===== src/shared/sadc_pkg.sv =====
// package of constants for the sampling converter control block
package sadc_pkg;
  localparam int          CLK_MHZ         = 250;
  localparam int          POWERUP_NS      = 1500;
  localparam int          CONV_NS         = 2300;
  localparam int          POWERUP_CYCLES  = (POWERUP_NS * CLK_MHZ + 999) / 1000;
  localparam int          CONV_CYCLES     = (CONV_NS * CLK_MHZ + 999) / 1000;
  localparam int          CNT_W           = 12;
  localparam int          RESULT_W        = 10;
  localparam int          BYTE_W          = 8;
  localparam int          LSB_W           = 2;
  localparam int          BUF_DEPTH       = 2;
  localparam logic [CNT_W-1:0] POWERUP_LAST = CNT_W'(POWERUP_CYCLES - 1);
  localparam logic [CNT_W-1:0] CONV_LAST    = CNT_W'(CONV_CYCLES - 1);
  localparam logic [CNT_W-1:0] CNT_ZERO     = 12'h000;
  typedef enum logic [1:0] {SADC_IDLE, SADC_CONVERT} sadc_state_type;
endpackage


===== src/design/sadc_control.sv =====
// control, power-down and parallel read logic of the sampling converter
`timescale 1ns/1ps
module sadc_control (
  input  wire logic                            clk_sys_in,
  input  wire logic                            reset_in,
  input  wire logic                            convert_start_n_in,
  input  wire logic                            chip_select_n_in,
  input  wire logic                            read_n_in,
  input  wire logic [sadc_pkg::RESULT_W-1:0]   sample_code_in,
  output logic                                 busy_out,
  output logic                                 powered_down_out,
  output logic                                 powerup_pulse_out,
  output logic [sadc_pkg::BYTE_W-1:0]          result_bus_out,
  output logic [sadc_pkg::BYTE_W-1:0]          result_bus_oe_out
);
  import sadc_pkg::*;

  // ==========================================================
  // input synchronisers
  logic [1:0] cs_sync;
  logic [1:0] cs_n_sync;
  logic [1:0] rd_n_sync;
  logic       conv_prev;
  always_ff @(posedge clk_sys_in or posedge reset_in) begin
    if (reset_in) begin
      cs_sync   <= 2'h0;
      cs_n_sync <= 2'h3;
      rd_n_sync <= 2'h3;
      conv_prev <= 1'b0;
    end else begin
      cs_sync   <= {cs_sync[0], convert_start_n_in};
      cs_n_sync <= {cs_n_sync[0], chip_select_n_in};
      rd_n_sync <= {rd_n_sync[0], read_n_in};
      conv_prev <= cs_sync[1];
    end
  end
  logic conv_level;
  logic conv_rise;
  logic conv_fall;
  assign conv_level = cs_sync[1];
  assign conv_rise  = conv_level & ~conv_prev;
  assign conv_fall  = ~conv_level & conv_prev;

  // ==========================================================
  // power-up pulse and power state
  logic [CNT_W-1:0] pu_cnt;
  logic             pending;
  sadc_state_type   state;
  logic [CNT_W-1:0] cv_cnt;
  logic             conv_done;
  logic             buf_in_ready;
  assign conv_done = (state == SADC_CONVERT) && (cv_cnt == CONV_LAST);

  always_ff @(posedge clk_sys_in or posedge reset_in) begin
    if (reset_in) begin
      powerup_pulse_out <= 1'b0;
      pu_cnt            <= CNT_ZERO;
    end else if (conv_rise) begin
      powerup_pulse_out <= 1'b1;
      pu_cnt            <= CNT_ZERO;
    end else if (powerup_pulse_out) begin
      pu_cnt <= pu_cnt + 12'h001;
      if (pu_cnt == POWERUP_LAST) begin
        powerup_pulse_out <= 1'b0;
      end
    end
  end

  always_ff @(posedge clk_sys_in or posedge reset_in) begin
    if (reset_in) begin
      powered_down_out <= 1'b1;
    end else if (conv_rise) begin
      powered_down_out <= 1'b0;
    end else if (conv_done && buf_in_ready) begin
      // decided only when busy really falls; a stalled finish stays powered
      powered_down_out <= ~conv_level;
    end
  end

  // ==========================================================
  // conversion sequencer; a fall during the pulse while idle is held until it ends
  logic start_now;
  assign start_now = (conv_fall | pending) & ~powerup_pulse_out & ~conv_rise;

  always_ff @(posedge clk_sys_in or posedge reset_in) begin
    if (reset_in) begin
      pending <= 1'b0;
    end else if (state == SADC_IDLE && conv_fall && powerup_pulse_out) begin
      pending <= 1'b1;
    end else if (start_now || conv_rise) begin
      pending <= 1'b0;
    end
  end

  always_ff @(posedge clk_sys_in or posedge reset_in) begin
    if (reset_in) begin
      state    <= SADC_IDLE;
      cv_cnt   <= CNT_ZERO;
      busy_out <= 1'b0;
    end else begin
      case (state)
        SADC_IDLE: begin
          if (start_now) begin
            state    <= SADC_CONVERT;
            cv_cnt   <= CNT_ZERO;
            busy_out <= 1'b1;
          end
        end
        SADC_CONVERT: begin
          // a full buffer stalls the finish so no result is lost
          if (cv_cnt == CONV_LAST) begin
            if (buf_in_ready) begin
              state    <= SADC_IDLE;
              busy_out <= 1'b0;
            end
          end else begin
            cv_cnt <= cv_cnt + 12'h001;
          end
        end
        default: begin
          state    <= SADC_IDLE;
          busy_out <= 1'b0;
        end
      endcase
    end
  end

  // ==========================================================
  // two-entry result buffer
  logic [RESULT_W-1:0] buf_mem [BUF_DEPTH];
  logic                wr_ptr;
  logic                rd_ptr;
  logic [1:0]          count;
  logic                buf_push;
  logic                buf_pop;
  logic                buf_out_valid;
  assign buf_in_ready  = (count != 2'h2);
  assign buf_out_valid = (count != 2'h0);
  assign buf_push      = conv_done & buf_in_ready;

  always_ff @(posedge clk_sys_in or posedge reset_in) begin
    if (reset_in) begin
      wr_ptr <= 1'b0;
      rd_ptr <= 1'b0;
      count  <= 2'h0;
    end else begin
      if (buf_push) begin
        wr_ptr <= ~wr_ptr;
      end
      if (buf_pop) begin
        rd_ptr <= ~rd_ptr;
      end
      count <= count + {1'b0, buf_push} - {1'b0, buf_pop};
    end
  end

  genvar gi;
  generate
    for (gi = 0; gi < BUF_DEPTH; gi++) begin : g_entry
      always_ff @(posedge clk_sys_in or posedge reset_in) begin
        if (reset_in) begin
          buf_mem[gi] <= 10'h000;
        end else if (buf_push && (wr_ptr == 1'(gi))) begin
          buf_mem[gi] <= sample_code_in;
        end
      end
    end
  endgenerate

  // ==========================================================
  // byte reads: high byte first, low two bits second, then entry pops
  logic rd_active;
  logic rd_prev;
  logic second_byte;
  assign rd_active = ~cs_n_sync[1] & ~rd_n_sync[1];
  assign buf_pop   = rd_prev & ~rd_active & second_byte & buf_out_valid;

  always_ff @(posedge clk_sys_in or posedge reset_in) begin
    if (reset_in) begin
      rd_prev     <= 1'b0;
      second_byte <= 1'b0;
    end else begin
      rd_prev <= rd_active;
      if (rd_prev && !rd_active) begin
        second_byte <= ~second_byte;
      end
    end
  end

  logic [RESULT_W-1:0] head;
  assign head = buf_mem[rd_ptr];
  always_ff @(posedge clk_sys_in or posedge reset_in) begin
    if (reset_in) begin
      result_bus_out    <= 8'h00;
      result_bus_oe_out <= 8'h00;
    end else begin
      result_bus_oe_out <= {BYTE_W{rd_active}};
      if (second_byte) begin
        result_bus_out <= {6'h00, head[LSB_W-1:0]};
      end else begin
        result_bus_out <= head[RESULT_W-1:LSB_W];
      end
    end
  end

  // ==========================================================
  // checks
  AST_PULSE_LEN: assert property (@(posedge clk_sys_in) disable iff (reset_in)
    $rose(powerup_pulse_out) && !conv_rise |-> powerup_pulse_out [*8])
    else $error("power-up pulse too short");
  AST_NO_START_IN_PULSE: assert property (@(posedge clk_sys_in) disable iff (reset_in)
    $rose(busy_out) |-> !$past(powerup_pulse_out))
    else $error("conversion began during power-up pulse");
  AST_BUSY_LEN: assert property (@(posedge clk_sys_in) disable iff (reset_in)
    $rose(busy_out) |-> busy_out [*8])
    else $error("busy dropped early");
  AST_BUSY_STATE: assert property (@(posedge clk_sys_in) disable iff (reset_in)
    busy_out == (state == SADC_CONVERT))
    else $error("busy disagrees with conversion state");
  AST_AUTO_PD: assert property (@(posedge clk_sys_in) disable iff (reset_in)
    buf_push && !conv_rise |=> powered_down_out == !$past(conv_level))
    else $error("power-down choice wrong");
  AST_PU_ON_RISE: assert property (@(posedge clk_sys_in) disable iff (reset_in)
    conv_rise |=> !powered_down_out && powerup_pulse_out)
    else $error("no power-up on rise");
  AST_BUS_FLOAT: assert property (@(posedge clk_sys_in) disable iff (reset_in)
    !rd_active |=> result_bus_oe_out == 8'h00)
    else $error("bus driven without read");
  AST_LSB_FORM: assert property (@(posedge clk_sys_in) disable iff (reset_in)
    $past(second_byte) |-> result_bus_out[7:2] == 6'h00)
    else $error("low byte upper bits not zero");
  AST_BUSY_FALL: assert property (@(posedge clk_sys_in) disable iff (reset_in)
    $fell(busy_out) |-> count != 2'h0)
    else $error("busy fell without result");
  COV_CONVERT: cover property (@(posedge clk_sys_in) $fell(busy_out));
  COV_DEFER: cover property (@(posedge clk_sys_in) pending && $fell(powerup_pulse_out));
  COV_FULL: cover property (@(posedge clk_sys_in) count == 2'h2);
  COV_TWO_READS: cover property (@(posedge clk_sys_in) buf_pop);
endmodule


===== config.mk =====
export PLATFORM = sky130hd
export DESIGN_NAME = sadc_control
export DESIGN_NICKNAME = d
export VERILOG_FILES = /design/src/shared/sadc_pkg.sv /design/src/design/sadc_control.sv
export SDC_FILE = /design/constraint.sdc
export NUM_CORES = 1
export LEC_CHECK = 0
export CORE_UTILIZATION = 25
export DETAILED_ROUTE_END_ITERATION = 12
export DONT_BUFFER_PORTS = 1
export PLACE_DENSITY = 0.49
export SLEW_MARGIN = 30
export SYNTH_ARGS = -nofsm -noshare
export SYNTH_HDL_FRONTEND = slang
export SYNTH_SLANG_ARGS = --single-unit

===== constraint.sdc =====
create_clock -name clk_sys_in -period 2.81 [get_ports clk_sys_in]
set_input_delay 0.562 -clock clk_sys_in [delete_from_list [all_inputs] [get_ports clk_sys_in]]
set_output_delay 0.562 -clock clk_sys_in [all_outputs]
set_load 0.01 [all_outputs]

; ---- After elaboration in Yosys (flattened, before gate mapping)
; Index checks and enable logic that the tools add are counted.
; W data, S select, Z words.
[totals]
romBits = 0
mem_bits_rw = 0
latchBits = 0
mem_count = 0
input_bits = 15
regBits = 72
elab_cells = 95
out_inout_bits = 19
[op_classes]
reduce_logical = 17
bitwise = 21
eq_ne = 8
addsub = 4
div_mod_pow = 0
n_shift = 0
muxes = 24
multipliers = 0
n_lt_le_gt_ge = 1
[op_table]
columns = op, n
row1 = $mux W12, 4
row2 = $mux W10, 3
row3 = $add A12 B1 Y12 const B, 2
row4 = $pmux W12 S2, 1
row5 = $eq A12 B10 Y1 const B, 1
row6 = $eq A12 B9 Y1 const B, 1
row7 = $mux W1, 10
row8 = $not A1 Y1, 10
row9 = $reduce_bool A2 Y1, 5
row10 = $and A1 B1 Y1, 9
row11 = $mux W8, 1
row12 = $ne A2 B2 Y1 const B, 4
row13 = $logic_and A1 B1 Y1, 7
row14 = $mux W2, 3
row15 = $reduce_and A3 Y1, 2
row16 = $pmux W2 S2, 1
row17 = $add A2 B1 Y2, 1
row18 = $eq A2 B1 Y1 const B, 1
row19 = $ge A2 B2 Y1 const B, 1
row20 = $logic_not A2 Y1, 1
row21 = $ne A2 B1 Y1 const B, 1
row22 = $not A1 Y2, 1
row23 = $pmux W1 S2, 1
row24 = $sub A2 B1 Y2, 1
row25 = other kinds (3), 3

; ---- Longest topological paths before layout
[logic_depth]
ltp_word = 8
ltp_mapped = 9
depth_no_buf = 9

; ---- Worst setup path after synthesis
; No wires, ideal clock.
[synth_path]
kind = register -> register
from = register, netlist name busy_out
to = register count[1]
period_less_slack_ns = 1.953
path_stages_with_launch = 9
setup_time_ns = 0.123
t_required_ns = 2.687
slack_ns = 0.857
t_arrival_ns = 1.830
n_path_buf = 1
path_cell_list = dfrtp_1 > clkbuf_1 > and4_1 > nand4_1 > ha_1 > inv_1 > ha_1 > xnor2_1 > xnor2_1
[synth_rtl]
columns = element, line
row1 = end signal: assignment, sadc_control.sv:153  ; count <= count + {1'b0, buf_push} - {1'b0, buf_pop};
row2 = end: declaration, sadc_control.sv:133  ; logic [1:0] count;

==> results.txt <==
* Final-stage net count: 280
- Summing the sequential cell areas from Yosys gives 54.0% of the chip area.
- Growth of design area from synthesis to finish: 12.9%
* Worst hold slack: 0.188 ns
- Area of the mapped netlist: 0.00321 mm^2
- Diode count: 0
* Number of failing setup endpoints in the final timing report: 0
- Class of the tightest hold or removal check: in2async
- P per Cell Area: 734 mW/mm^2
- Clock root buffer master: clkbuf_16
* Layout filler cell count: 1302
- Total congestion overflow after global routing: 0
- Measured against the total synthesized area, the mux share comes to 12.8%.
* WL per Instance: 13.3 um
- Derived from the worst setup path, the maximum achievable clock frequency is 493 MHz.
- Counting every net in the synthesized netlist gives 283.
* Unrepaired setup endpoints after global routing: no
- Routability-driven placement finished with a final weighted congestion of 0.797.
- Standby leakage power: 1.57 nW
- For the worst-skew pair, the clock arrives at the later sink with an insertion delay of 0.33 ns.
- The count of final max-slew check failures came to 0.
- Among all flip-flop cells after synthesis, the most frequent one is dfrtp_1.
- STA classifies the critical path startpoint as a flop.
* Number of enable flip-flop cells after synthesis: 0
- DR DRC count: 0
* H-tree lvl count: 3
- Synthesized-area fraction occupied by ao, oa, aoi and oai cells: 6.40%
* Crit Path Category: reg2reg
- Once the clock tree was built, the setup fixing pass inserted 0 buffers.
* IR Drop Worst-Case VDD: 0.315 mV
* Antenna violations before repair: 0
* Final total negative setup slack: 0 ns
* Ys async rst share: 100%
- Dividing the synthesized area by the synthesized cell count gives 12.2 um^2.
- Gate count after technology mapping: 262
* Status: complete, no violations
* Total of flip-flops plus latches after synthesis: 69
- Antenna-violating nets left: 0
- Clock-pin transition on the worst setup and hold timing paths: 0.05 ns
* Most common cell after layout, fill and taps aside: dfrtp_1
- Number of global-route vias before repair: 1962
* CTS resizes: 0
* Post-synthesis adder-cell area fraction: 2.34%
- Area of the placeable core: 0.0126 mm^2
- Clock tree from TritonCTS: done
- STA puts the critical path data arrival time at 2.28 ns.
- The first global-routing pass estimated 10000 um of wire.
* Share of the clock period used by the worst path: 72.1%
- Buffers inserted during clock tree synthesis total 9.
- In this run the tightest slew margin relative to its limit is 45.5%.
* Die Y: 115 um
- The wire-length estimate of the detail-placed layout is 3900 um.
- All-Layer GR Usage: 10.0%
- After synthesis, the largest family of logic cells by area is simple AND/OR/NAND/NOR gates.
- Sum of routed wire length over all layers: 5820 um
* Effective utilization at floorplan: 25.5%
* Commonest non-fill, non-tap cells in the layout: dfrtp_1, nor2_1, mux2_4
- Sink count of the clock tree: 69
* Hold-fix buffers at CTS: 0
* Yosys warning total: 0
- In this run the core area contains 41 standard-cell rows.
- Final-report hold violation count: 0
* Maximum buffer depth of the clock tree: 2
- After synthesis, the netlist uses 48 different library cells.
- Count of TritonRoute iterations in the first routing pass: 4
- Initial DRC Count: 79
- Post-Synth Simple-Gate Area: 14.6%
- Ratio of cells with drive above 1 in the final layout: 20.5%
* Max-cap violations: 0
- Largest fanout of any net on the critical path: 14
- Of the total synthesized cell area, the portion taken by XOR and XNOR cells is 4.91%.
- After detailed routing, the number of vias per cell comes to 4.35.
- 34 I/O pins were placed.
- In this run the tool buffered the top-level ports with 0 buffer cells.
* Crit path time final: 2.03 ns
- Entering global routing, the biggest net connects 44 pins.
- Die width: 115 um
- At the pin with the least slew margin, the transition time is 0.816 ns.
- Die area: 0.0133 mm^2
- Fin Clk Skew: 0.00729 ns
- STA classifies the critical path endpoint as a flop.
- Vias: 1895
- Required time reported for the critical path endpoint: 3.06 ns
==> report_power, final <==
part           switching [W]  internal (W)  total, W
clock network       0.000391      0.000669   0.00106
logic               0.000160      0.000158  0.000318
registers           0.000165       0.00111   0.00128
total               0.000716       0.00194   0.00266
==> synthesized netlist by cell type (4+ instances only) <==
cell type	count	share of area [%]
ha_1	6	2.3
or3_1	6	1.2
mux2_4	19	8.9
nand3_1	8	1.2
nand2_1	14	1.6
dfstp_2	5	4.1
nor4_1	4	0.78
inv_1	10	1.2
nor2_1	22	2.6
xor2_1	7	1.9
nand4_1	6	1.2
dfrtp_1	64	50
a22o_1	4	1.1
buf_4	8	1.9
a21oi_1	6	0.94
o21ai_0	14	2.2
mux2i_1	7	2.2
clkbuf_1	5	0.59
xnor2_1	11	3.0
==> sequential cells by signal, indices dropped and copies added (netlist names) <==
| register | flops |
|---|---|
| powered_down_out | 1 |
| rd_ptr | 1 |
| conv_prev | 1 |
| cv_cnt | 12 |
| pending | 1 |
| powerup_pulse_out | 1 |
| cs_n_sync | 2 |
| result_bus_out | 8 |
| busy_out | 1 |
| pu_cnt | 12 |
| cs_sync | 2 |
| second_byte | 1 |
| rd_n_sync | 2 |
| count | 2 |
| result_bus_oe_out | 1 |
| wr_ptr | 1 |
| buf_mem | 20 |
==> metal layers <==
metal	track usage, %	wire length, um	share of wire [%]
met5	0	0	0
met4	2.86	53	0.91
met3	4.69	357	6.1
met1	13.4	2870	49
met2	14.5	2530	44
==> worst paths after layout <==
check	slack [ns]	endpoint	cells past startpoint	start
min in group clk_sys_in	0.23	rd_n_sync[0]$_DFF_PP1_	0	read_n_in
min reg2reg	0.35	cs_sync[1]$_DFF_PP0_	0	cs_sync[0]$_DFF_PP0_
max in group asynchronous	1.92	cs_n_sync[1]$_DFF_PP1_	2	reset_in
max reg2reg	0.78	count[1]$_DFF_PP0_	7	busy_out$_DFFE_PP0P_
min	0.19	pu_cnt[0]$_DFFE_PP0P_	1	reset_in
max	0.78	count[1]$_DFF_PP0_	7	busy_out$_DFFE_PP0P_
==> critical path, stage by stage (launching register included) <==
cell and delay [ns]:
dfrtp_1 0.67, and4_1 0.27, nand4_1 0.18, ha_1 0.33
inv_1 0.04, ha_1 0.18, xnor2_1 0.16, xnor2_1 0.13
==> cell families after synthesis <==
family | Yosys count
buffers and inverters | 27
muxes | 29
and+or+nand+nor | 81
DFF | 69
xor gates and xnor gates | 18
adders and majority gates | 6
AOI/OAI and AO/OA | 32
==> final cells by class <==
class | count | area [um^2] | area share, %
clock buffer | 15 | 278 | 7.67
clock inverter | 1 | 5.00 | 0.138
inverter | 10 | 37.5 | 1.04
multi-input combinational | 166 | 1320 | 36.4
sequential | 69 | 1730 | 47.9
tap | 172 | 215 | 5.94
timing repair buffer | 3 | 35.0 | 0.968
==> through the flow <==
step | instance area (um^2) | setup slack [ns] | power [W] | cells | util [%]
global route | 3620 | 0.551 | 0.00281 | 436 | 28.8
global placement | 3340 | 0.828 | 0.00162 | 420 | 26.6
detailed placement | 3340 | 0.769 | 0.00162 | 420 | 26.6
floorplan | 3210 | 0.516 | 0.00152 | 262 | -
finish | 3620 | 0.783 | 0.00266 | 436 | 28.8
CTS | 3620 | 0.750 | 0.00271 | 436 | 28.8
No activity file was read; power rests on OpenSTA's default activity.
